## config.mk

```make
export PLATFORM = sky130hd
export DESIGN_NAME = chop_detect_config
export DESIGN_NICKNAME = d
export VERILOG_FILES = /design/src/rtl/chop_detect_pkg.sv /design/src/rtl/threshold_compare.sv /design/src/rtl/chop_detect_config.sv
export SDC_FILE = /design/constraint.sdc
export NUM_CORES = 1
export LEC_CHECK = 0
export ABC_AREA = 1
export BUFFER_PORTS_ARGS = -buffer_cell sky130_fd_sc_hd__buf_2
export CAP_MARGIN = 20
export CORE_ASPECT_RATIO = 0.6
export CORE_MARGIN = 10
export CORE_UTILIZATION = 44
export CTS_CLUSTER_DIAMETER = 30
export DETAILED_ROUTE_END_ITERATION = 10
export PLACE_DENSITY_LB_ADDON = 0.2
export SYNTH_ARGS = -nofsm -noshare
export SYNTH_HDL_FRONTEND = slang
export SYNTH_SLANG_ARGS = --single-unit
```

## constraint.sdc

```tcl
create_clock -name clk -period 5.4 [get_ports clk]
set_input_delay 1.08 -clock clk [delete_from_list [all_inputs] [get_ports clk]]
set_output_delay 1.08 -clock clk [all_outputs]
set_load 0.02 [all_outputs]
```

## src/rtl/chop_detect_pkg.sv

```systemverilog
package chop_detect_pkg;

  // ----------------------------------------------------------------
  // Bus geometry
  // ----------------------------------------------------------------
  localparam int ADDR_W = 8;
  localparam int DATA_W = 16;

  // ----------------------------------------------------------------
  // Register offsets
  // ----------------------------------------------------------------
  localparam logic [7:0] CFG_ADDR = 8'h06;
  localparam logic [7:0] THR_UPPER_ADDR = 8'h07;
  localparam logic [7:0] THR_LOWER_ADDR = 8'h08;
  localparam logic [7:0] IRQ_STATUS_ADDR = 8'h10;
  localparam logic [7:0] IRQ_MASK_ADDR = 8'h11;

  // ----------------------------------------------------------------
  // Values after reset
  // ----------------------------------------------------------------
  localparam logic [15:0] CFG_RESET = 16'h0600;
  localparam logic [15:0] THR_UPPER_RESET = 16'h0000;
  localparam logic [7:0] THR_LOWER_RESET = 8'h00;
  localparam logic [1:0] IRQ_RESET = 2'h0;
  localparam logic [15:0] READ_NONE = 16'h0000;

  // ----------------------------------------------------------------
  // Field positions of the configuration word and of the low threshold byte
  // ----------------------------------------------------------------
  localparam int DLY_MSB = 12;
  localparam int DLY_LSB = 9;
  localparam int CHOP_EN_BIT = 8;
  localparam int ALLCH_BIT = 7;
  localparam int NUM_MSB = 6;
  localparam int NUM_LSB = 4;
  localparam int LEN_MSB = 3;
  localparam int LEN_LSB = 1;
  localparam int DET_EN_BIT = 0;
  localparam int LOW_MSB = 15;
  localparam int LOW_LSB = 8;

  // ----------------------------------------------------------------
  // Interrupt bits
  // ----------------------------------------------------------------
  localparam int IRQ_W = 2;
  localparam int IRQ_DETECT_BIT = 0;
  localparam int IRQ_WINDOW_BIT = 1;

  // ----------------------------------------------------------------
  // Datapath sizes and count tables
  // ----------------------------------------------------------------
  localparam int NUM_CH = 6;
  localparam int SAMPLE_W = 24;
  localparam int LEN_W = 12;
  localparam int SETTLE_W = 17;
  localparam logic [11:0] LEN_0 = 12'h080;
  localparam logic [11:0] LEN_1 = 12'h100;
  localparam logic [11:0] LEN_2 = 12'h200;
  localparam logic [11:0] LEN_3 = 12'h300;
  localparam logic [11:0] LEN_4 = 12'h500;
  localparam logic [11:0] LEN_5 = 12'h700;
  localparam logic [11:0] LEN_6 = 12'hA00;
  localparam logic [11:0] LEN_7 = 12'hE00;

  // Chop sequencer, Gray coded along idle, settle, measure
  typedef enum logic [1:0] {
    ST_IDLE = 2'b00,
    ST_SETTLE = 2'b01,
    ST_MEASURE = 2'b11
  } chop_state_t;

endpackage

```

## src/rtl/threshold_compare.sv

```systemverilog
`timescale 1ns/10ps
`default_nettype none

// ------------------------------------------------------------------
// Signed sample against signed threshold
// ------------------------------------------------------------------
module threshold_compare #(
  parameter int WIDTH = 24
) (
  // Operands
  input wire logic signed [WIDTH-1:0] sample,
  input wire logic signed [WIDTH-1:0] threshold,
  // Result
  output logic exceed
);

  // Strictly above; equal does not count as exceeding
  assign exceed = (sample > threshold);

endmodule

`default_nettype wire

```

## src/rtl/chop_detect_config.sv

```systemverilog
// Contract
// - Chop settle wait is two to code plus one
// - Configuration bit 8 enables global chop
// - Bit 7 selects any or all channels
// - Exceedances needed are two to bits 6:4
// - Bits 3:1 pick the window length
// - Threshold is signed 24-bit two's complement
// - Upper threshold word at 07h, resets zero
// - Low threshold byte in 08h upper byte
//
// Strobed register access was left to the implementer.
`timescale 1ns/10ps
`default_nettype none

module chop_detect_config (
  // Clock and reset
  input wire logic clk,
  input wire logic rst_b,
  // Register port
  input wire logic [7:0] addr,
  input wire logic [15:0] wdata,
  input wire logic wrStrobe,
  input wire logic rdStrobe,
  output logic [15:0] rdata,
  // Modulator side
  input wire logic modTick,
  input wire logic chopSwap,
  input wire logic convValid,
  input wire logic [5:0][23:0] chanData,
  // Status to the converter
  output logic chopEnable,
  output logic measureGate,
  output logic currentDetect,
  output logic irq
);

  // ----------------------------------------------------------------
  // Register storage
  // ----------------------------------------------------------------
  logic [15:0] chopDetectConfiguration;
  logic [15:0] detectThresholdUpper;
  logic [7:0] detectThresholdLowBits;
  logic [1:0] irqStatus;
  logic [1:0] irqMask;

  // Address decode
  wire logic hitCfg = (addr == chop_detect_pkg::CFG_ADDR);
  wire logic hitUpper = (addr == chop_detect_pkg::THR_UPPER_ADDR);
  wire logic hitLower = (addr == chop_detect_pkg::THR_LOWER_ADDR);
  wire logic hitStatus = (addr == chop_detect_pkg::IRQ_STATUS_ADDR);
  wire logic hitMask = (addr == chop_detect_pkg::IRQ_MASK_ADDR);
  wire logic wrCfg = wrStrobe && hitCfg;
  wire logic wrUpper = wrStrobe && hitUpper;
  wire logic wrLower = wrStrobe && hitLower;
  wire logic wrStatus = wrStrobe && hitStatus;
  wire logic wrMask = wrStrobe && hitMask;

  // Field views of the configuration word
  wire logic [3:0] chopSettleDelayCode =
    chopDetectConfiguration[chop_detect_pkg::DLY_MSB:
                            chop_detect_pkg::DLY_LSB];
  wire logic detectRequireEveryChannel =
    chopDetectConfiguration[chop_detect_pkg::ALLCH_BIT];
  wire logic [2:0] detectExceedCount =
    chopDetectConfiguration[chop_detect_pkg::NUM_MSB:
                            chop_detect_pkg::NUM_LSB];
  wire logic [2:0] detectWindowLength =
    chopDetectConfiguration[chop_detect_pkg::LEN_MSB:
                            chop_detect_pkg::LEN_LSB];
  wire logic detectModeEnable =
    chopDetectConfiguration[chop_detect_pkg::DET_EN_BIT];

  // Enable is the stored bit itself, so it follows a write at once
  assign chopEnable =
    chopDetectConfiguration[chop_detect_pkg::CHOP_EN_BIT];

  // Configuration and threshold registers
  always_ff @(posedge clk or negedge rst_b) begin
    if (!rst_b) begin
      chopDetectConfiguration <= chop_detect_pkg::CFG_RESET;
      detectThresholdUpper <= chop_detect_pkg::THR_UPPER_RESET;
      detectThresholdLowBits <= chop_detect_pkg::THR_LOWER_RESET;
      irqMask <= chop_detect_pkg::IRQ_RESET;
    end else begin
      if (wrCfg) chopDetectConfiguration <= wdata;
      if (wrUpper) detectThresholdUpper <= wdata;
      if (wrLower) detectThresholdLowBits <= wdata[15:8];
      if (wrMask) irqMask <= wdata[1:0];
    end
  end

  // ----------------------------------------------------------------
  // Threshold and channel comparison
  // ----------------------------------------------------------------
  // Upper word supplies bits 23:8, low byte bits 7:0
  wire logic signed [23:0] detectThreshold =
    {detectThresholdUpper, detectThresholdLowBits};
  logic [5:0] chanExceed;

  genvar ch;
  generate
    for (ch = 0; ch < chop_detect_pkg::NUM_CH; ch++) begin : g_cmp
      threshold_compare #(
        .WIDTH(chop_detect_pkg::SAMPLE_W)
      ) u_cmp (
        .sample(chanData[ch]),
        .threshold(detectThreshold),
        .exceed(chanExceed[ch])
      );
    end
  endgenerate

  // Any channel, or every channel when qualified
  wire logic sampleHit = detectRequireEveryChannel ?
    (&chanExceed) : (|chanExceed);

  // ----------------------------------------------------------------
  // Global-chop settle sequencer
  // ----------------------------------------------------------------
  chop_detect_pkg::chop_state_t chopState;
  chop_detect_pkg::chop_state_t next_chopState;
  logic [16:0] settleCount;
  logic [16:0] next_settleCount;

  // Wait of 2^(code+1) modulator periods; code 15 needs all 17 bits
  wire logic [16:0] settleLoad =
    17'(17'h00001 << (5'(chopSettleDelayCode) + 5'h01));
  wire logic settleLast = modTick && (settleCount == 17'h00001);

  // Next state; a chop swap restarts the wait only while chop is enabled
  always_comb begin
    next_chopState = chopState;
    next_settleCount = settleCount;
    case (chopState)
      chop_detect_pkg::ST_IDLE: begin
        if (chopEnable) begin
          next_chopState = chop_detect_pkg::ST_SETTLE;
          next_settleCount = settleLoad;
        end else begin
          next_chopState = chop_detect_pkg::ST_MEASURE;
        end
      end
      chop_detect_pkg::ST_SETTLE: begin
        if (!chopEnable) begin
          next_chopState = chop_detect_pkg::ST_MEASURE;
        end else if (chopSwap) begin
          next_settleCount = settleLoad;
        end else if (settleLast) begin
          next_chopState = chop_detect_pkg::ST_MEASURE;
        end else if (modTick) begin
          next_settleCount = settleCount - 17'h00001;
        end
      end
      chop_detect_pkg::ST_MEASURE: begin
        if (chopEnable && chopSwap) begin
          next_chopState = chop_detect_pkg::ST_SETTLE;
          next_settleCount = settleLoad;
        end
      end
      default: begin
        next_chopState = chop_detect_pkg::ST_IDLE;
      end
    endcase
  end

  // Sequencer registers
  always_ff @(posedge clk or negedge rst_b) begin
    if (!rst_b) begin
      chopState <= chop_detect_pkg::ST_IDLE;
      settleCount <= 17'h00000;
    end else begin
      chopState <= next_chopState;
      settleCount <= next_settleCount;
    end
  end

  assign measureGate = (chopState == chop_detect_pkg::ST_MEASURE);

  // ----------------------------------------------------------------
  // Current-detect window
  // ----------------------------------------------------------------
  logic [11:0] periodCount;
  logic [11:0] hitCount;
  logic [11:0] windowLen;

  // Window length in conversion periods
  always_comb begin
    case (detectWindowLength)
      3'h0: windowLen = chop_detect_pkg::LEN_0;
      3'h1: windowLen = chop_detect_pkg::LEN_1;
      3'h2: windowLen = chop_detect_pkg::LEN_2;
      3'h3: windowLen = chop_detect_pkg::LEN_3;
      3'h4: windowLen = chop_detect_pkg::LEN_4;
      3'h5: windowLen = chop_detect_pkg::LEN_5;
      3'h6: windowLen = chop_detect_pkg::LEN_6;
      3'h7: windowLen = chop_detect_pkg::LEN_7;
      default: windowLen = chop_detect_pkg::LEN_0;
    endcase
  end

  // Conversions during chop settling are not trusted, so skipped
  wire logic sampleAccept = detectModeEnable && convValid && measureGate;
  wire logic [11:0] hitTotal = hitCount + {11'h000, sampleHit};
  wire logic [11:0] hitsNeeded = 12'(12'h001 << detectExceedCount);
  wire logic windowEnd =
    sampleAccept && (periodCount == windowLen - 12'h001);
  wire logic detectNow = windowEnd && (hitTotal >= hitsNeeded);

  // Counters cleared whenever the mode is off
  always_ff @(posedge clk or negedge rst_b) begin
    if (!rst_b) begin
      periodCount <= 12'h000;
      hitCount <= 12'h000;
      currentDetect <= 1'b0;
    end else begin
      currentDetect <= detectNow;
      if (!detectModeEnable || windowEnd) begin
        periodCount <= 12'h000;
        hitCount <= 12'h000;
      end else if (sampleAccept) begin
        periodCount <= periodCount + 12'h001;
        hitCount <= hitTotal;
      end
    end
  end

  // ----------------------------------------------------------------
  // Interrupts and read-back
  // ----------------------------------------------------------------
  // A new event wins over a write-one-to-clear in the same cycle
  wire logic [1:0] irqEvent = {windowEnd, detectNow};
  wire logic [1:0] irqClear = wrStatus ? wdata[1:0] : 2'h0;
  wire logic [1:0] next_irqStatus = (irqStatus & ~irqClear) | irqEvent;

  always_ff @(posedge clk or negedge rst_b) begin
    if (!rst_b) irqStatus <= chop_detect_pkg::IRQ_RESET;
    else irqStatus <= next_irqStatus;
  end

  assign irq = |(irqStatus & irqMask);

  // Read mux; unmapped addresses read zero
  wire logic [15:0] readValue =
    hitCfg ? chopDetectConfiguration :
    hitUpper ? detectThresholdUpper :
    hitLower ? {detectThresholdLowBits, 8'h00} :
    hitStatus ? {14'h0000, irqStatus} :
    hitMask ? {14'h0000, irqMask} : chop_detect_pkg::READ_NONE;

  // Data stand only in the cycle after the strobe
  always_ff @(posedge clk or negedge rst_b) begin
    if (!rst_b) rdata <= chop_detect_pkg::READ_NONE;
    else rdata <= rdStrobe ? readValue : chop_detect_pkg::READ_NONE;
  end
endmodule

`default_nettype wire

```

-- Word level (Yosys, flattened, before mapping)
Memories as Yosys holds them, arrays and structs flattened.
Index checks and enable logic that the tools add are counted.
- register bits: 104
- memory bits (read-only): 40
- output and inout bits: 20
- memories: 1
- memory list (memory ; depth ; bits a word ; read ports ; clocked after memory_dff ; write ports ; line ; RTL):
    (no name shown) ; 8 ; 5 ; 1 ; 0 ; 0 ; chop_detect_config.sv:188 ; case (detectWindowLength)
- add/sub/neg operators: 5
- magnitude comparators: 7
- equal/unequal tests: 16
- shift operators: 2
- muxes and demuxes: 25
- bitwise operators: 4
- reductions and logical operators: 21
- operators by type and width (cell ; number):
    $gt A24 B24 Y1 ; 6
    $mux W17 ; 6
    $mux W16 ; 4
    $pmux W17 S3 ; 1
    $mux W12 ; 4
    $eq A17 B1 Y1 const B ; 1
    $shl A1 B5 Y17 const A ; 1
    $sub A17 B1 Y17 const B ; 1
    $eq A8 B3 Y1 const B ; 2
    $eq A8 B5 Y1 const B ; 2
    $mux W2 ; 8
    $add A12 B1 Y12 ; 1
    $add A12 B1 Y12 const B ; 1
    $eq A12 B12 Y1 ; 1
    $ge A12 B12 Y1 ; 1
    $ne A3 B3 Y1 const B ; 4
    $reduce_and A6 Y1 ; 2
    $shl A1 B3 Y12 const A ; 1
    $sub A12 B1 Y12 const B ; 1
    $logic_and A1 B1 Y1 ; 11
    $eq A8 B4 Y1 const B ; 1
    $pmux W2 S3 ; 1
    $reduce_or A6 Y1 ; 1
    $add A4 B1 Y5 const B ; 1
    15 further kinds ; 17

-- Longest topological paths before layout
- depth after elaboration: 7
- gate-level depth with buffers: 34
- mapped depth without buffers: 34

-- By module
A second synthesis with hierarchy kept.
- cell total of the unflattened synthesis: 1494
- area total of the unflattened synthesis: 10192.3 µm²
- by module, submodules not included (module ; times used ; cells an instance ; area each (µm²) ; sequential area each (µm²)):
    chop_detect_config ; 1 ; 774 ; 5973.2 ; 2605.0
    threshold_compare ; 6 ; 120 ; 703.2 ; 0.0

-- Least setup slack after synthesis
No wires, ideal clock.
- kind: input to register
- start point: in chanData[23] in the netlist's numbering
- end point: reg irqStatus[0]
- library setup time: 120 ps
- arrival time: 3863 ps
- setup slack: 1416 ps
- cell stages on the path: 25
- cell sequence: ha_1 > nand2_1 > nor2_1 > nand2b_1 > nor2_1 > nand2_1 > nand4_1 > nand3_1 > and2_1 > nand3_1 > nand2_1 > inv_1 > ha_1 > nand3_1 > nor2_1 > nand2_1 > nor2_1 > xor2_1 > ha_1 > nand2_1 > nor2_1 > a211oi_1 > nand4_1 > nand2_1 > nand2_1
- longest elaborated chain between the ends: 7
- ends and longest elaborated chain (element ; line ; RTL):
    start, declared ; chop_detect_config.sv:29 ; input wire logic [5:0][23:0] chanData,
    $gt A24 B24 Y1 (*) ; threshold_compare.sv:18 ; assign exceed = (sample > threshold);
    $reduce_or A6 Y1 / $reduce_and A6 Y1 (equally long branches) ; chop_detect_config.sv:115 ; (&chanExceed) : (|chanExceed);
    $mux W1 (*) ; chop_detect_config.sv:114 ; wire logic sampleHit = detectRequireEveryChannel ?
    $add A12 B1 Y12 (*) ; chop_detect_config.sv:203 ; wire logic [11:0] hitTotal = hitCount + {11'h000, sampleHit};
    $ge A12 B12 Y1 (*) ; chop_detect_config.sv:207 ; wire logic detectNow = windowEnd && (hitTotal >= hitsNeeded);
    $logic_and A1 B1 Y1 (*) ; chop_detect_config.sv:207 ;
    $or A2 B2 Y2 (*) ; chop_detect_config.sv:233 ; wire logic [1:0] next_irqStatus = (irqStatus & ~irqClear) | irqEvent;
    net next_irqStatus[0] ; chop_detect_config.sv:233 ;
    end signal, assigned ; chop_detect_config.sv:236 ; if (!rst_b) irqStatus <= chop_detect_pkg::IRQ_RESET;
    end signal, assigned ; chop_detect_config.sv:237 ; else irqStatus <= next_irqStatus;
    end, declared ; chop_detect_config.sv:43 ; logic [1:0] irqStatus;
Mark *: on every way through the listed nets, which the timed path passes. The rest lies on a longest branch.
A chain may end at the register's enable or synchronous reset.

-- Worst setup path after layout
- start point: in chanData[27] in the netlist's numbering
- end point: reg irqStatus[0]
The elaborated chain is that of the path after synthesis.

==> metrics.csv <==
stage;metric;value;unit
timing;Tcrit/Tclk final;82.6;%
clocking;clock tree buffer depth;2;
synthesis;Synth cell types;47;
global_route;initial antenna violation count;0;
synthesis;number of synthesized flops with an enable pin;0;
power_and_ir_drop;peak supply drop;0.156;mV
power_and_ir_drop;Lkg Pwr;0.00550;µW
clocking;H-Tree Depth;3;
detailed_routing;DR WL/cell;16.5;µm
synthesis;synthesized flop and latch total;104;
floorplan;# IOs;195;
synthesis;cell taking the most area after synthesis;dfrtp_1;
worst_setup_path;R2R cell count;25;
synthesis;top-count cell post-synth;nand2_1;
clocking;Post-CTS Setup Inserts;0;
final_layout;Core Util, Final;52.7;%
timing;fin worst setup slack;940;ps
synthesis;Synth top area share;27.9;%
timing;measured slew at the worst slew-check pin;933;ps
worst_setup_path;RR Endpoint;irqStatus[0];
worst_setup_path;Critical Path RT;5640;ps
detailed_routing;DRT iter0 DRCs;655;
timing;Rel. slew slack;37.6;%
placed_design;Cells after DPL;1712;
worst_setup_path;crit start category;primary input;
timing;final setup fails;0;
global_route;gr usage total;20.7;%
detailed_routing;post-route ant nets;0;
global_route;number of global-route vias before repair;8322;
floorplan;Placeable Area;20200;µm²
min_path;HP Start;chopDetectConfiguration[13];
placed_design;gpl congestion;0.890;
detailed_routing;final wirelength;28500;µm
clocking;CTS Buf Count;9;
global_route;first-pass GRT wire length;45000;µm
timing;hold slack;485;ps
clocking;CTS tree;done;
synthesis;dominant synthesized flop cell;dfrtp_1;
synthesis;Seq/Total Area, Yosys;28.5;%
detailed_routing;DR vias;8859;
synthesis;Synth area leaders;dfrtp_1 (28%), ha_1 (22%), nand2_1 (13%);
worst_setup_path;crit path DAT;4700;ps
floorplan;Starting Density;45.2;%
flow_run;Max Cap Viol;0;
min_path;Hold Path Depth;2;
timing;max-slew violations;0;
worst_setup_path;r2r startpoint;detectThresholdLowBits[7];
status;status;completed;
global_route;largest net degree at the start of global routing;63;
synthesis;most frequent cells after synthesis;nand2_1 (327), inv_1 (171), ha_1 (158);
worst_setup_path;Slowest cell on crit path;nor3_1;
synthesis;Yosys warning total;0;
power_and_ir_drop;P per Cell Area;198;nW/µm²
final_layout;Synth-to-Final Area Change;16.6;%
timing;min cycle time layout;4460;ps
worst_setup_path;R2R Setup Slk;1150;ps
worst_setup_path;critical path fanouts, max;3;
worst_setup_path;crit path kind;in -> reg;
final_layout;Total Nets Final;1783;
min_path;Worst Hold Path EP;chopDetectConfiguration[13];
detailed_routing;DR pass1 iterations;5;
synthesis;Cells after Synth;1266;
final_layout;fillcell total;2028;
clocking;Skew-Pair Late Insertion Delay;360;ps
global_route;Congestion Overflow GR;0;
min_path;Hold Crit Class;reg -> reg;
timing;final hold vios;0;
floorplan;die area;27100;µm²
final_layout;n_diodes;0;
floorplan;num rows;40;
timing;Setup TNS;0;ps
clocking;Post-CTS Resized;0;
detailed_routing;routed vias/inst;5.13;
clocking;CTS root buf;clkbuf_16;
timing;clock skew;12.1;ps
floorplan;chip width;206;µm
synthesis;asr flop ratio synth;100;%
clocking;Post-CTS Hold Buffers;0;
worst_setup_path;Crit path largest cell delay;580;ps
worst_setup_path;Critical Path End Type;flip-flop;
synthesis;Mapped Nets;1599;
timing;FMAX;0.224;GHz
placed_design;I/O Buffers;194;
placed_design;Placement Setup Slack;609;ps
synthesis;Mapped Area;9140;µm²
timing;RSZ-0062 raised after global routing;false;
floorplan;die height;132;µm
synthesis;Syn Area/Cell;7.22;µm²
placed_design;Detail Placement HPWL;23700;µm
clocking;CTS sink count;104;
detailed_routing;DRC Markers;0;
clocking;CTS clk-pin slew, worst paths;70;ps
final_layout;share of cells above drive strength 1;16.4;%
worst_setup_path;crit-path most repeated cell;nand2_1;
final_layout;Post-Layout Cell Count;1728;
stage by stage:
stage	area, µm²	power [µW]
after floorplan	9140	1240
after global placement	10400	1430
after detailed placement	10400	1440
after CTS	10700	2120
after global routing	10700	2250
final	10700	2110
flip-flops by register name, summed over array words and instances, names as in the netlist:
name                     count
irqMask                      2
currentDetect                1
chopDetectConfiguration     16
hitCount                    12
detectThresholdLowBits       8
irqStatus                    2
detectThresholdUpper        16
settleCount                 17
periodCount                 12
rdata                       16
chopState                    2
placed cells by master, fill, tap and decap left out, types with 3 or more instances in the layout:
master / netlist / layout
a21o_1: 8 / 8
buf_4: 2 / 3
clkbuf_16: 0 / 9
nor3_1: 21 / 21
ha_1: 158 / 158
nand2_1: 327 / 327
nand3_1: 58 / 58
o31ai_1: 5 / 5
xor2_1: 14 / 14
nand2_2: 10 / 10
a21oi_1: 80 / 80
nor2_1: 106 / 106
xnor2_1: 4 / 4
a211oi_1: 7 / 7
nor4_1: 3 / 3
o22ai_1: 4 / 4
inv_1: 171 / 171
o21a_1: 6 / 6
buf_2: 3 / 193
nand4_1: 24 / 24
o21ai_2: 6 / 6
dfrtp_1: 102 / 102
o21ai_0: 92 / 92
a31oi_1: 10 / 10
worst max-delay path, delay by kind of cell:
| kind | cells | cell delay (ps) |
|---|---|---|
| AND/OR/NAND/NOR | 15 | 1920 |
| adder cells (fa/ha/maj) | 4 | 960 |
| AO/OA/AOI/OAI | 3 | 340 |
| buffers and inverters | 5 | 390 |
worst max-delay path by stage:
stage | slack [ps] | end | from
4_1_cts | 970 | irqStatus[0] | chanData[87]
5_1_grt | 540 | irqStatus[0] | chanData[87]
3_3_place_gp | 660 | irqStatus[0] | chanData[87]
6_report | 940 | irqStatus[0] | chanData[27]
2_1_floorplan | 1420 | irqStatus[0] | chanData[23]
3_5_place_dp | 610 | irqStatus[0] | chanData[87]
routing by layer:
layer / wire, µm / GRT usage [%]
met5: 0 / 0
met4: 165 / 2.18
met3: 1760 / 4.30
met2: 11200 / 28.3
met1: 15400 / 32.6
layout make-up:
| type | instances | area, µm² | share of cell area (%) |
|---|---|---|---|
| repair buffers | 196 | 988 | 9.27 |
| clock inverters | 6 | 67.6 | 0.634 |
| flip-flops and latches | 104 | 2610 | 24.4 |
| clock buffers | 10 | 229 | 2.15 |
| well taps | 273 | 342 | 3.20 |
| inverters | 173 | 649 | 6.09 |
| multi-input cells | 966 | 5780 | 54.2 |
power by group:
part           switching, µW  internal (µW)
combinational            340            222
sequential              45.9            824
clock                    314            362
total                    700           1410
logic make-up after synthesis:
group / Yosys count / synth area share [%]
AOI/OAI and AO/OA: 228 / 14.0
buffers and inverters: 196 / 8.29
adders and majority gates: 158 / 21.6
and+or+nand+nor: 562 / 25.8
DFF: 104 / 28.5
xor gates and xnor gates: 18 / 1.72
(Power assumes the default switching activity.)
